## src/pkg/spr_pkg.sv

```systemverilog
// Constants and types for the serial pin router
// Functional notes
// - First group: channel 1 unmuxed pins, or layer-1 port in IDL, GCI, PCM.
// - Layer-1 transmit is always driven in IDL, three-state in PCM, open-drain in GCI, optional in unmuxed.
// - Unmuxed channel 1 clock pins: inputs on external clock, baud outputs on internal.
// - Channel 1 clock pins drive baud clock until the clock-out enable clears.
// - Channel 2 clock pin outputs are gated by the port A control setting when channel 2 is unmuxed.
// - PCM sync code 00 idles transmit and ignores receive; 01,10,11 pick channels.
// - Each PCM channel is routed to a serial channel by mode configuration.
// - Data strobes assert in B1 and/or B2 windows per mask configuration.
// - Carrier detect change held over one receive clock sets its event bit.
// - Carrier detect level is readable; without auto use it is a plain event.
// - Clear-to-send change held over one transmit clock sets event, may abort.
// - Clear-to-send level is readable; without support it is a plain event.
// - Unmuxed request-to-send asserts low while channel 1 has data or pad.
// - PCM request-to-send is active high.
// - Request-to-send pin carries layer-1 request in IDL, data clock in GCI.
// - Each port A pin is general purpose or channel 2 function.
// - Port A pin 7 gives strobe 2 in IDL/GCI; with channel 2 unmuxed, strobe 2 if enabled, else channel 2 baud clock.
// - Port A pin 7 as general output overrides strobe 2 or baud clock.
// - Channel 2 transmit clock pin carries its baud clock when multiplexed.
// - Port A pin 7 low at reset release enables boot from channel 2.
// - In boot mode port A pin 5 picks channel 2 clock, sampled late.
// - Multiplexed layer-1 port serves both serial channels at once.
package spr_pkg;
  typedef enum logic [1:0] {SPR_UNMUX, SPR_IDL, SPR_GCI, SPR_PCM} spr_mode_e;
  typedef enum logic [1:0] {SPR_BT_SYNC, SPR_BT_HOLD, SPR_BT_DONE} spr_boot_e;
  // ****************************************
  // Register map
  // ****************************************
  localparam int          ADR_W     = 8;
  localparam int          DAT_W     = 32;
  localparam logic [7:0]  ADR_MODE  = 8'h00;
  localparam logic [7:0]  ADR_PORTA = 8'h04;
  localparam logic [7:0]  ADR_STAT  = 8'h08;
  localparam int          MODE_W    = 19;
  localparam int          PA_W      = 26;
  localparam logic [18:0] MODE_RST  = 19'h00000;
  localparam logic [25:0] PA_RST    = 26'h0000000;
  // Mode register fields
  localparam int MD_LSB = 0, TXD_OD_BIT = 2, CH1_INT_BIT = 3, CLKOUT_BIT = 4;
  localparam int CD_AUTO_BIT = 5, CTS_AUTO_BIT = 6, ABORT_BIT = 7;
  localparam int S1EN_LSB = 8, S2EN_LSB = 10, RT1_LSB = 12, RT2_LSB = 14, RT3_LSB = 16;
  localparam int CH2_UNMUX_BIT = 18;
  // Port A register fields
  localparam int DED_LSB = 0, DIR_LSB = 8, DAT_LSB = 16, CH2_CLKOE_BIT = 24, CH2_INT_BIT = 25;
  // Status register fields
  localparam int ST_CD = 0, ST_CTS = 1, ST_CD_EVT = 2, ST_CTS_EVT = 3;
  localparam int ST_BOOT = 4, ST_BOOT_CLK = 5, ST_PA_LSB = 8;
  // PCM channel routing codes
  localparam logic [1:0] RT_NONE = 2'h0, RT_CH1 = 2'h1, RT_CH2 = 2'h2;
  // Port A pin functions
  localparam int PA_RXD = 0, PA_TXD = 1, PA_RCLK = 2, PA_TCLK = 3;
  localparam int PA_RTS = 5, PA_BOOT_CLK = 5, PA_BOOT = 7;
  // Synchroniser slots
  localparam int SY_RXD = 0, SY_RCLK = 1, SY_TCLK = 2, SY_CD = 3, SY_CTS = 4, SY_PA = 5;
  localparam int SY_W = 13;
  localparam logic [12:0] SY_RST = 13'h1fff;
  localparam logic [1:0]  STAB_RST = 2'h3;
  // Boot strap timing, in system clocks
  localparam logic [6:0] SYNC_LAT       = 7'd2;
  localparam logic [6:0] BOOT_HOLD_CLKS = 7'd100;
  localparam logic [6:0] BOOT_SMP_CLKS  = BOOT_HOLD_CLKS - SYNC_LAT - 7'd1;
endpackage

```

## src/rtl/spr_pin_router.sv

```systemverilog
// Pin routing for the layer-1 serial interface and port A
module spr_pin_router (
  input  wire logic                        clk_i,
  input  wire logic                        rst_i,
  input  wire logic                        wb_cyc_i,
  input  wire logic                        wb_stb_i,
  input  wire logic                        wb_we_i,
  input  wire logic [spr_pkg::ADR_W-1:0]   wb_adr_i,
  input  wire logic [3:0]                  wb_sel_i,
  input  wire logic [spr_pkg::DAT_W-1:0]   wb_dat_i,
  output logic      [spr_pkg::DAT_W-1:0]   wb_dat_o,
  output logic                             wb_ack_o,
  input  wire logic                        ch1_tx_data_i,
  input  wire logic                        ch2_tx_data_i,
  input  wire logic                        ch1_tx_pending_i,
  input  wire logic                        ch2_tx_pending_i,
  input  wire logic                        ch1_baud_clk_i,
  input  wire logic                        ch2_baud_clk_i,
  input  wire logic                        layer1_request_i,
  input  wire logic                        gci_data_clock_i,
  input  wire logic                        b1_window_i,
  input  wire logic                        b2_window_i,
  output logic                             ch1_rx_data_o,
  output logic                             ch2_rx_data_o,
  output logic                             ch1_carrier_o,
  output logic                             ch1_cts_o,
  output logic                             ch1_tx_abort_o,
  output logic                             boot_serial_o,
  output logic                             boot_clk_sel_o,
  input  wire logic                        layer1_rx_data_i,
  output logic                             layer1_tx_data_o,
  output logic                             layer1_tx_data_oe_o,
  input  wire logic                        layer1_clock_i,
  output logic                             layer1_clock_o,
  output logic                             layer1_clock_oe_o,
  input  wire logic                        ch1_tx_clock_i,
  output logic                             ch1_tx_clock_o,
  output logic                             ch1_tx_clock_oe_o,
  input  wire logic                        ch1_carrier_detect_i,
  input  wire logic                        ch1_clear_to_send_i,
  output logic                             ch1_request_to_send_o,
  input  wire logic [7:0]                  port_a_i,
  output logic      [7:0]                  port_a_o,
  output logic      [7:0]                  port_a_oe_o
);
  import spr_pkg::*;

  logic [SY_W-1:0]   meta_r, sync_r;
  logic [MODE_W-1:0] mode_r, mode_nxt;
  logic [PA_W-1:0]   pa_r, pa_nxt;
  logic [DAT_W-1:0]  dat_r, dat_nxt, wmask, mode_w, pa_w, stat;
  logic              ack_r, ack_nxt, wr, rd;
  logic              cd_evt_r, cd_evt_nxt, cts_evt_r, cts_evt_nxt;
  logic [1:0]        lc_prev_r, stab_r, pend_r, lc_nxt, stab_nxt, pend_nxt, evt, lclk, sig;
  spr_mode_e         mode;
  spr_boot_e         bt_r, bt_nxt;
  logic [6:0]        bcnt_r, bcnt_nxt;
  logic              boot_r, boot_nxt, bclk_r, bclk_nxt;
  logic              rxd_s, rclk_s, tclk_s, cd_s, cts_s;
  logic [7:0]        pa_s, ded, dir, gpd, fn_o, fn_oe, pa_o_nxt, pa_oe_nxt;
  logic [1:0]        code, route;
  logic              strobe1, strobe2, bwin, clk_out, txd, txd_od, txd_en, ch2_unmux;
  logic              rx1, rx2, rts, tck_o, tck_oe, txd_o_nxt, txd_oe_nxt, rck_oe;
  logic              abort_nxt, cd_o_nxt, cts_o_nxt;

  // ****************************************
  // Pin synchronisers
  // ****************************************
  always_ff @(posedge clk_i)
  begin
    if (rst_i)
    begin
      meta_r <= SY_RST;
      sync_r <= SY_RST;
    end
    else
    begin
      meta_r <= {port_a_i, ch1_clear_to_send_i, ch1_carrier_detect_i, ch1_tx_clock_i,
                 layer1_clock_i, layer1_rx_data_i};
      sync_r <= meta_r;
    end
  end

  assign rxd_s  = sync_r[SY_RXD];
  assign rclk_s = sync_r[SY_RCLK];
  assign tclk_s = sync_r[SY_TCLK];
  assign cd_s   = sync_r[SY_CD];
  assign cts_s  = sync_r[SY_CTS];
  assign pa_s   = sync_r[SY_PA +: 8];
  assign mode   = spr_mode_e'(mode_r[MD_LSB +: 2]);
  assign ded    = pa_r[DED_LSB +: 8];
  assign dir    = pa_r[DIR_LSB +: 8];
  assign gpd    = pa_r[DAT_LSB +: 8];
  assign ch2_unmux = mode_r[CH2_UNMUX_BIT];

  // ****************************************
  // Carrier and clear-to-send change detect
  // ****************************************
  always_comb
  begin
    // Link clock edges found by the system clock
    lclk[0] = mode_r[CH1_INT_BIT] ? ch1_baud_clk_i : rclk_s;
    lclk[1] = mode_r[CH1_INT_BIT] ? ch1_baud_clk_i : tclk_s;
    sig      = {cts_s, cd_s};
    lc_nxt   = lclk;
    stab_nxt = stab_r;
    pend_nxt = pend_r;
    evt      = 2'b00;
    for (int i = 0; i < 2; i++)
    begin
      if (lclk[i] && !lc_prev_r[i])
      begin
        if (sig[i] == stab_r[i])
          pend_nxt[i] = 1'b0;
        else if (pend_r[i])
        begin
          // New level seen on two link edges
          stab_nxt[i] = sig[i];
          pend_nxt[i] = 1'b0;
          evt[i]      = 1'b1;
        end
        else
          pend_nxt[i] = 1'b1;
      end
    end
    cd_o_nxt  = mode_r[CD_AUTO_BIT] & ~stab_r[0];
    cts_o_nxt = ~mode_r[CTS_AUTO_BIT] | ~stab_r[1];
    abort_nxt = evt[1] & mode_r[CTS_AUTO_BIT] & mode_r[ABORT_BIT] & ch1_tx_pending_i;
  end

  always_ff @(posedge clk_i)
  begin
    if (rst_i)
    begin
      lc_prev_r      <= 2'b00;
      stab_r         <= STAB_RST;
      pend_r         <= 2'b00;
      ch1_carrier_o  <= 1'b0;
      ch1_cts_o      <= 1'b1;
      ch1_tx_abort_o <= 1'b0;
    end
    else
    begin
      lc_prev_r      <= lc_nxt;
      stab_r         <= stab_nxt;
      pend_r         <= pend_nxt;
      ch1_carrier_o  <= cd_o_nxt;
      ch1_cts_o      <= cts_o_nxt;
      ch1_tx_abort_o <= abort_nxt;
    end
  end

  // ****************************************
  // Boot strap capture
  // ****************************************
  always_comb
  begin
    bt_nxt   = bt_r;
    bcnt_nxt = bcnt_r + 7'd1;
    boot_nxt = boot_r;
    bclk_nxt = bclk_r;
    case (bt_r)
      SPR_BT_SYNC:
      begin
        if (bcnt_r == SYNC_LAT)
        begin
          boot_nxt = ~pa_s[PA_BOOT];
          bt_nxt   = SPR_BT_HOLD;
        end
      end
      SPR_BT_HOLD:
      begin
        if (!boot_r)
          bt_nxt = SPR_BT_DONE;
        else if (bcnt_r == BOOT_SMP_CLKS)
        begin
          bclk_nxt = pa_s[PA_BOOT_CLK];
          bt_nxt   = SPR_BT_DONE;
        end
      end
      SPR_BT_DONE:
        bcnt_nxt = bcnt_r;
      default:
        bt_nxt = SPR_BT_DONE;
    endcase
  end

  always_ff @(posedge clk_i)
  begin
    if (rst_i)
    begin
      bt_r   <= SPR_BT_SYNC;
      bcnt_r <= 7'd0;
      boot_r <= 1'b0;
      bclk_r <= 1'b0;
    end
    else
    begin
      bt_r   <= bt_nxt;
      bcnt_r <= bcnt_nxt;
      boot_r <= boot_nxt;
      bclk_r <= bclk_nxt;
    end
  end

  assign boot_serial_o  = boot_r;
  assign boot_clk_sel_o = bclk_r;

  // ****************************************
  // Pin multiplexing
  // ****************************************
  always_comb
  begin
    code = {cd_s, tclk_s};
    case (code)
      2'b01:   route = mode_r[RT1_LSB +: 2];
      2'b10:   route = mode_r[RT2_LSB +: 2];
      2'b11:   route = mode_r[RT3_LSB +: 2];
      default: route = RT_NONE;
    endcase
    bwin    = b1_window_i | b2_window_i;
    strobe1 = (mode_r[S1EN_LSB] & b1_window_i) | (mode_r[S1EN_LSB+1] & b2_window_i);
    strobe2 = (mode_r[S2EN_LSB] & b1_window_i) | (mode_r[S2EN_LSB+1] & b2_window_i);
    clk_out = (mode == SPR_UNMUX) & mode_r[CH1_INT_BIT] & mode_r[CLKOUT_BIT];
    rck_oe  = clk_out;
    tck_o   = ch1_baud_clk_i;
    tck_oe  = clk_out;
    txd     = ch1_tx_data_i;
    txd_od  = 1'b0;
    txd_en  = 1'b1;
    rx1     = rxd_s;
    rx2     = ch2_unmux ? pa_s[PA_RXD] : rxd_s;
    rts     = ~ch1_tx_pending_i;
    case (mode)
      SPR_UNMUX:
        txd_od = mode_r[TXD_OD_BIT];
      SPR_IDL, SPR_GCI:
      begin
        txd    = bwin ? ch2_tx_data_i : ch1_tx_data_i;
        txd_od = (mode == SPR_GCI);
        tck_o  = strobe1;
        tck_oe = 1'b1;
        rts    = (mode == SPR_GCI) ? gci_data_clock_i : layer1_request_i;
      end
      SPR_PCM:
      begin
        txd    = (route == RT_CH2) ? ch2_tx_data_i : ch1_tx_data_i;
        txd_en = (route == RT_CH1) | (route == RT_CH2);
        tck_oe = 1'b0;
        rx1    = (route == RT_CH1) ? rxd_s : 1'b1;
        if (!ch2_unmux)
          rx2 = (route == RT_CH2) ? rxd_s : 1'b1;
        rts    = ch1_tx_pending_i;
      end
      default:
        txd_en = 1'b0;
    endcase
    txd_o_nxt  = txd & ~txd_od;
    txd_oe_nxt = txd_en & (~txd_od | ~txd);
    fn_o  = 8'h00;
    fn_oe = 8'h00;
    fn_o[PA_TXD]   = ch2_tx_data_i;
    fn_oe[PA_TXD]  = 1'b1;
    fn_o[PA_RCLK]  = ch2_baud_clk_i;
    fn_oe[PA_RCLK] = ch2_unmux & pa_r[CH2_INT_BIT] & pa_r[CH2_CLKOE_BIT];
    fn_o[PA_TCLK]  = ch2_baud_clk_i;
    fn_oe[PA_TCLK] = ~ch2_unmux | (pa_r[CH2_INT_BIT] & pa_r[CH2_CLKOE_BIT]);
    fn_o[PA_RTS]   = ~ch2_tx_pending_i;
    fn_oe[PA_RTS]  = 1'b1;
    if (mode == SPR_IDL || mode == SPR_GCI)
    begin
      fn_o[PA_BOOT]  = strobe2;
      fn_oe[PA_BOOT] = 1'b1;
    end
    else if (ch2_unmux)
    begin
      fn_o[PA_BOOT]  = (mode_r[S2EN_LSB +: 2] != 2'b00) ? strobe2 : ch2_baud_clk_i;
      fn_oe[PA_BOOT] = 1'b1;
    end
    pa_o_nxt  = (ded & fn_o) | (~ded & gpd);
    pa_oe_nxt = (ded & fn_oe) | (~ded & dir);
  end

  always_ff @(posedge clk_i)
  begin
    if (rst_i)
    begin
      layer1_tx_data_o      <= 1'b1;
      layer1_tx_data_oe_o   <= 1'b0;
      layer1_clock_o        <= 1'b0;
      layer1_clock_oe_o     <= 1'b0;
      ch1_tx_clock_o        <= 1'b0;
      ch1_tx_clock_oe_o     <= 1'b0;
      ch1_request_to_send_o <= 1'b1;
      ch1_rx_data_o         <= 1'b1;
      ch2_rx_data_o         <= 1'b1;
      port_a_o              <= 8'h00;
      port_a_oe_o           <= 8'h00;
    end
    else
    begin
      layer1_tx_data_o      <= txd_o_nxt;
      layer1_tx_data_oe_o   <= txd_oe_nxt;
      layer1_clock_o        <= ch1_baud_clk_i;
      layer1_clock_oe_o     <= rck_oe;
      ch1_tx_clock_o        <= tck_o;
      ch1_tx_clock_oe_o     <= tck_oe;
      ch1_request_to_send_o <= rts;
      ch1_rx_data_o         <= rx1;
      ch2_rx_data_o         <= rx2;
      port_a_o              <= pa_o_nxt;
      port_a_oe_o           <= pa_oe_nxt;
    end
  end

  // ****************************************
  // Wishbone register slave
  // ****************************************
  always_comb
  begin
    wmask  = {{8{wb_sel_i[3]}}, {8{wb_sel_i[2]}}, {8{wb_sel_i[1]}}, {8{wb_sel_i[0]}}};
    // Write lands at the edge where the master sees ack high
    wr     = wb_cyc_i & wb_stb_i & wb_we_i & ack_r;
    rd     = wb_cyc_i & wb_stb_i & ~wb_we_i & ~ack_r;
    mode_w = ({{(DAT_W-MODE_W){1'b0}}, mode_r} & ~wmask) | (wb_dat_i & wmask);
    pa_w   = ({{(DAT_W-PA_W){1'b0}}, pa_r} & ~wmask) | (wb_dat_i & wmask);
    stat   = '0;
    stat[ST_CD]              = stab_r[0];
    stat[ST_CTS]             = stab_r[1];
    stat[ST_CD_EVT]          = cd_evt_r;
    stat[ST_CTS_EVT]         = cts_evt_r;
    stat[ST_BOOT]            = boot_r;
    stat[ST_BOOT_CLK]        = bclk_r;
    stat[ST_PA_LSB +: 8]     = pa_s;
    ack_nxt     = wb_cyc_i & wb_stb_i & ~ack_r;
    mode_nxt    = mode_r;
    pa_nxt      = pa_r;
    cd_evt_nxt  = cd_evt_r;
    cts_evt_nxt = cts_evt_r;
    dat_nxt     = dat_r;
    if (wr)
    begin
      case (wb_adr_i)
        ADR_MODE:  mode_nxt = mode_w[MODE_W-1:0];
        ADR_PORTA: pa_nxt = pa_w[PA_W-1:0];
        ADR_STAT:
        begin
          cd_evt_nxt  = cd_evt_r & ~(wb_dat_i[ST_CD_EVT] & wmask[ST_CD_EVT]);
          cts_evt_nxt = cts_evt_r & ~(wb_dat_i[ST_CTS_EVT] & wmask[ST_CTS_EVT]);
        end
        default:   mode_nxt = mode_r;
      endcase
    end
    // Set wins over a clear in the same cycle
    cd_evt_nxt  = cd_evt_nxt | evt[0];
    cts_evt_nxt = cts_evt_nxt | evt[1];
    if (rd)
    begin
      case (wb_adr_i)
        ADR_MODE:  dat_nxt = {{(DAT_W-MODE_W){1'b0}}, mode_r};
        ADR_PORTA: dat_nxt = {{(DAT_W-PA_W){1'b0}}, pa_r};
        ADR_STAT:  dat_nxt = stat;
        default:   dat_nxt = '0;
      endcase
    end
  end

  always_ff @(posedge clk_i)
  begin
    if (rst_i)
    begin
      mode_r    <= MODE_RST;
      pa_r      <= PA_RST;
      cd_evt_r  <= 1'b0;
      cts_evt_r <= 1'b0;
      ack_r     <= 1'b0;
      dat_r     <= '0;
    end
    else
    begin
      mode_r    <= mode_nxt;
      pa_r      <= pa_nxt;
      cd_evt_r  <= cd_evt_nxt;
      cts_evt_r <= cts_evt_nxt;
      ack_r     <= ack_nxt;
      dat_r     <= dat_nxt;
    end
  end

  assign wb_ack_o = ack_r;
  assign wb_dat_o = dat_r;

  // ****************************************
  // Checks
  // ****************************************
  chk_pcm_idle_tx: assert property (@(posedge clk_i) disable iff (rst_i)
    (mode == SPR_PCM && code == 2'b00) |=> !layer1_tx_data_oe_o)
    else $error("PCM idle code left transmit driven");
  chk_gci_open_drain: assert property (@(posedge clk_i) disable iff (rst_i)
    ($past(mode) == SPR_GCI && layer1_tx_data_oe_o) |-> !layer1_tx_data_o)
    else $error("GCI transmit drove high");
  chk_ext_clk_input: assert property (@(posedge clk_i) disable iff (rst_i)
    (mode == SPR_UNMUX && !mode_r[CH1_INT_BIT]) |=> !layer1_clock_oe_o && !ch1_tx_clock_oe_o)
    else $error("Clock pin driven on external clock");
  chk_clk_out_gate: assert property (@(posedge clk_i) disable iff (rst_i)
    (mode == SPR_UNMUX && mode_r[CH1_INT_BIT]) |=> layer1_clock_oe_o == $past(mode_r[CLKOUT_BIT]))
    else $error("Clock output enable mismatch");
  chk_rts_polarity: assert property (@(posedge clk_i) disable iff (rst_i)
    (mode == SPR_PCM || mode == SPR_UNMUX) |=>
      ch1_request_to_send_o == ($past(ch1_tx_pending_i) ^ ($past(mode) == SPR_UNMUX)))
    else $error("Request-to-send polarity wrong");
  chk_gci_dclk: assert property (@(posedge clk_i) disable iff (rst_i)
    mode == SPR_GCI |=> ch1_request_to_send_o == $past(gci_data_clock_i))
    else $error("GCI data clock not on request pin");
  chk_pa7_gp_out: assert property (@(posedge clk_i) disable iff (rst_i)
    (!ded[PA_BOOT] && dir[PA_BOOT]) |=>
      port_a_oe_o[PA_BOOT] && port_a_o[PA_BOOT] == $past(gpd[PA_BOOT]))
    else $error("Port A pin 7 general output overridden");
  chk_ch2_tx_clock_brg: assert property (@(posedge clk_i) disable iff (rst_i)
    (!ch2_unmux && ded[PA_TCLK]) |=>
      port_a_oe_o[PA_TCLK] && port_a_o[PA_TCLK] == $past(ch2_baud_clk_i))
    else $error("Channel 2 transmit clock lacks baud clock");
  chk_cd_evt_sticky: assert property (@(posedge clk_i) disable iff (rst_i)
    evt[0] ##1 !(wr && wb_adr_i == ADR_STAT) |-> cd_evt_r [*2])
    else $error("Carrier event not held");
endmodule

```

## config.mk

```make
export PLATFORM = sky130hd
export DESIGN_NAME = spr_pin_router
export DESIGN_NICKNAME = d
export VERILOG_FILES = /design/src/pkg/spr_pkg.sv /design/src/rtl/spr_pin_router.sv
export SDC_FILE = /design/constraint.sdc
export NUM_CORES = 1
export LEC_CHECK = 0
export ABC_CLOCK_PERIOD_IN_PS = 5700
export BUFFER_PORTS_ARGS = -buffer_cell sky130_fd_sc_hd__buf_2
export CAP_MARGIN = 20
export CORE_MARGIN = 8
export CORE_UTILIZATION = 40
export DETAILED_ROUTE_END_ITERATION = 6
export GPL_ROUTABILITY_DRIVEN = 0
export GPL_TIMING_DRIVEN = 0
export PLACE_DENSITY = 0.72
export SETUP_SLACK_MARGIN = 0.05
export SKIP_CTS_REPAIR_TIMING = 1
export SLEW_MARGIN = 10
export SYNTH_ARGS = -nofsm -noshare
export SYNTH_HDL_FRONTEND = slang
export SYNTH_SLANG_ARGS = --single-unit
```

## constraint.sdc

```tcl
create_clock -name clk_i -period 5.7 [get_ports clk_i]
set_input_delay 0.57 -clock clk_i [delete_from_list [all_inputs] [get_ports clk_i]]
set_output_delay 0.57 -clock clk_i [all_outputs]
set_load 0.01 [all_outputs]
```

# After elaboration in Yosys (flattened, before gate mapping)
# Index checks and enable logic that the tools add are counted.
dict set report totals {
  ff_bits 151
  latchBits 0
  ram_bits 0
  romBits 0
  inputBits 72
  wordCells 172
  mem_count 0
}
dict set report classes {
  addsub 1
  mul 0
  n_div 0
  n_lt_le_gt_ge 0
  eq_ne 18
  n_shift 0
  mux 42
  bitwise 63
  reduce_logical 17
}
# operator count
set ops {}
lappend ops {{$pmux W26 S3} 1}
lappend ops {{$and A26 B26 Y26} 2}
lappend ops {{$and A8 B8 Y8} 4}
lappend ops {{$mux W1} 32}
lappend ops {{$not A26 Y26} 1}
lappend ops {{$or A26 B26 Y26} 1}
lappend ops {{$and A1 B1 Y1} 25}
lappend ops {{$and A19 B19 Y19} 1}
lappend ops {{$or A19 B19 Y19} 1}
lappend ops {{$not A1 Y1} 16}
lappend ops {{$or A8 B8 Y8} 2}
lappend ops {{$eq A2 B2 Y1 const B} 6}
lappend ops {{$pmux W2 S3} 2}
lappend ops {{$reduce_and A3 Y1} 4}
lappend ops {{$or A1 B1 Y1} 9}
lappend ops {{$eq A2 B1 Y1 const B} 4}
lappend ops {{$eq A8 B3 Y1 const B} 1}
lappend ops {{$eq A8 B4 Y1 const B} 1}
lappend ops {{$logic_not A8 Y1} 1}
lappend ops {{$not A8 Y8} 1}
lappend ops {{$pmux W1 S2} 4}
lappend ops {{$add A7 B1 Y7 const B} 1}
lappend ops {{$eq A7 B2 Y1 const B} 1}
lappend ops {{$eq A7 B7 Y1 const B} 1}
lappend ops {{other kinds (11)} 19}

# Depth between registers and ports, before layout
dict set report logic_depth {
  depth_word 8
  ltp_mapped 9
  depth_no_buf 9
}

# Worst setup path after synthesis
# Ideal clock, no wire load.
dict set report synth_path {
  path_kind {input -> register}
  from {input port wb_adr_i[5] in the netlist's numbering}
  to {register (tool-made name)}
  t_arrival_ps 2101
  required_ps 5572
  setup_slack_ps 3471
  stages 5
  n_path_buf 1
  cell_sequence {or4_4 -> buf_6 -> nor4_4 -> mux2i_1 -> nor2_1}
}
# element line
set synth_rtl {}
lappend synth_rtl {{start: declaration} spr_pin_router.sv:8} ;# input wire logic [spr_pkg::ADR_W-1:0] wb_adr_i,

==> impl_metrics.json <==
{
  "p_int_uw": 1830,
  "dieHeight_um": 135,
  "synthTopCellsByArea": "dfxtp_1 (51%), mux2i_1 (12%), nor2_1 (5.1%)",
  "synth_top_family_by_area": "simple AND/OR/NAND/NOR gates",
  "cts.sinks": 145,
  "avgRoutedWirePerCell_um": 17.5,
  "vias_per_cell": 4.95,
  "fin_nets": 799,
  "fillCellCount": 1299,
  "final_layout_size_suffix_gt1_share_pct": 28.0,
  "dr.pass1.iters": 4,
  "power.leakage_uw": 0.00299,
  "grt_max_degree": 17,
  "ff_latch_area_um2": 2900,
  "powerDensity_nw_per_um2": 327,
  "worst_slew_pin_slew_ns": 0.856,
  "swShare_pct": 22.1,
  "gr-total-overflow": 0,
  "path_class": "in -> reg",
  "die_x_um": 135,
  "synthAdderAreaFrac_pct": 1.98,
  "ios": 135,
  "met3_usage_pct": 5.75,
  "place_inst": 879,
  "syn_to_final_growth_pct": 26.1,
  "cts_tree": "done",
  "fin_setup_tns_ns": 0,
  "finalWirelength_mm": 15.9,
  "rsz0062_at_grt": "no",
  "status": "completed",
  "max-slew-margin-rel_pct": 42.5,
  "synth_edf_count": 0,
  "core_area_um2": 13900,
  "synth_top_area_share_pct": 51.0,
  "antenna_found_initial": 3,
  "p_total_uw": 2350,
  "worstPathArrival_ns": 2.46,
  "vdd_drop_max_uv": 213,
  "hold_violations": 0,
  "multiInputGateArea_um2": 2610,
  "drc": 0,
  "synth_seq_area_share_pct": 51.0,
  "setup_viol": 0,
  "maxCapViolations": 0,
  "min_period_ns": 2.17,
  "die-area_um2": 18300,
  "startpoint_type": "input port",
  "clock_latency_ns": 0.42,
  "final_common_cell": "dfxtp_1",
  "synth_area_leader_cell": "dfxtp_1",
  "synthXorXnorAreaFrac_pct": 1.23,
  "synth-seq-cells": 145,
  "final_antenna_net_count": 0,
  "htree_levels": 4,
  "p_seq_share_pct": 44.6,
  "cp_max_fo": 9,
  "final_cell_mix": "dfxtp_1 (145), buf_2 (125), nor2_1 (77), mux2i_1 (68), nand2_1 (36)",
  "synth_cell_types": 44,
  "place_area_um2": 6550,
  "skew_ns": 0.00706,
  "worstSetupEndpointType": "flip-flop",
  "required_ns": 5.99,
  "gr-usage-met2_pct": 27.7,
  "drt_iter0_drc": 284,
  "muxShareOfSynthArea_pct": 13.5,
  "cts-root-buf": "clkbuf_16",
  "portBuffers": 122,
  "path_cells": "buf_2 -> or4_4 -> buf_6 -> nor4_4 -> mux2i_1 -> nor2_1",
  "grt_pass1_wl_mm": 24.4,
  "num_vias": 4518,
  "slew_viol_final": 0,
  "final_area_um2": 7180,
  "synthArstFlopShare_pct": 0,
  "finalCritPeriodShare_pct": 38.2,
  "max-clock-path-buffers": 2,
  "syn-instance-count": 572,
  "grtUsageTotal_pct": 17.6,
  "fmax_mhz": 460,
  "hold_class": "in -> reg",
  "instances_no_fill": 912,
  "grt_pass1_vias": 4487,
  "row_count": 43,
  "dpl.hpwl_mm": 12.1,
  "met1_usage_pct": 22.0,
  "critPathSlowestCell": "nor4_4",
  "cts_buffers": 17,
  "initial_utilization_pct": 41.0,
  "path_clk_slew_ns": 0.06,
  "synth_area_um2": 5700,
  "p_sw_uw": 520,
  "synth_ff_type": "dfxtp_1",
  "busiest_layer": "met2",
  "synth-simple-area-share_pct": 20.3,
  "power.share.clock_pct": 50.0,
  "max_stage_delay_ns": 0.78,
  "yosysWarnings": 0,
  "syn_area_per_cell_um2": 9.96,
  "synth-compound-area-share_pct": 8.46,
  "rrSetupSlack_ns": 3.56,
  "pwr-share-comb_pct": 5.4
}
critical path, delay by kind of cell:
kind | cells | cell delay [ns]
buffers and inverters | 2 | 0.27
and+or+nand+nor | 3 | 1.35
muxes | 1 | 0.26
final timing paths:
kind,startpoint,endpoint,depth (start not counted)
min reg2reg,meta_r[9]$_SDFF_PP1_,sync_r[9]$_SDFF_PP1_,1
min,port_a_i[6],meta_r[11]$_SDFF_PP1_,2
max,wb_adr_i[5],flip-flop,6
max reg2reg,sync_r[2]$_SDFF_PP1_,layer1_tx_data_oe_o$_SDFF_PP0_,8
cells by family after synthesis:
group           Yosys count
buf+inv                  44
simple gates            217
other cells               1
xor+xnor                  8
flops                   145
mux                      76
compound gates           72
fa+ha+maj                 9
synthesized netlist by cell type (all sizes together), types with 2 or more instances:
cell / n
dfxtp: 145
nor2: 77
mux2i: 68
nand2: 36
or2: 27
o21ai: 23
clkbuf: 22
a22o: 21
nand3: 18
a21oi: 13
buf: 13
ha: 9
inv: 9
nor3b: 9
mux2: 8
nor4: 7
and2: 6
nor2b: 6
nor3: 6
xor2: 6
nand2b: 5
a211oi: 4
nand4: 4
or3: 4
or4: 4
nand3b: 3
a221oi: 2
a22oi: 2
and4: 2
o21a: 2
o31ai: 2
xnor2: 2
layer usage:
metal | up-vias | part of all wire [%] | routed length [um]
li1 | 2262 | - | -
met1 | 2087 | 44 | 7090
met2 | 143 | 46 | 7260
met3 | 22 | 7.9 | 1260
met4 | 4 | 1.9 | 301
met5 | - | 0.14 | 23
power by group through the flow:
stage	sequential, uW	combinational [uW]	clock, uW
global placement	1070	123	0
CTS	1050	127	1190
detailed placement	1070	126	0
global route	1050	141	1230
floorplan	1070	70.8	0
finish	1050	127	1170
area by class of cell:
type | count | share of cell area (%)
inverters | 9 | 0.471
repair buffers | 122 | 8.50
flip-flops and latches | 145 | 40.4
well taps | 180 | 3.14
multi-input cells | 388 | 36.4
plain buffers | 35 | 2.30
clock inverters | 13 | 2.56
clock buffers | 19 | 6.17
diodes | 1 | 0.0349
stage by stage:
| stage | hold WS [ns] | worst slack, ns | utilization [%] |
|---|---|---|---|
| after CTS | 0.304 | 3.55 | 51.7 |
| after detailed placement | 0.395 | 3.10 | 47.2 |
| final | 0.324 | 3.53 | 51.7 |
| after global placement | 0.392 | 3.12 | 47.2 |
| after floorplan | 0.389 | 3.47 | - |
| after global routing | 0.314 | 3.44 | 51.7 |
(Power assumes the default switching activity.)
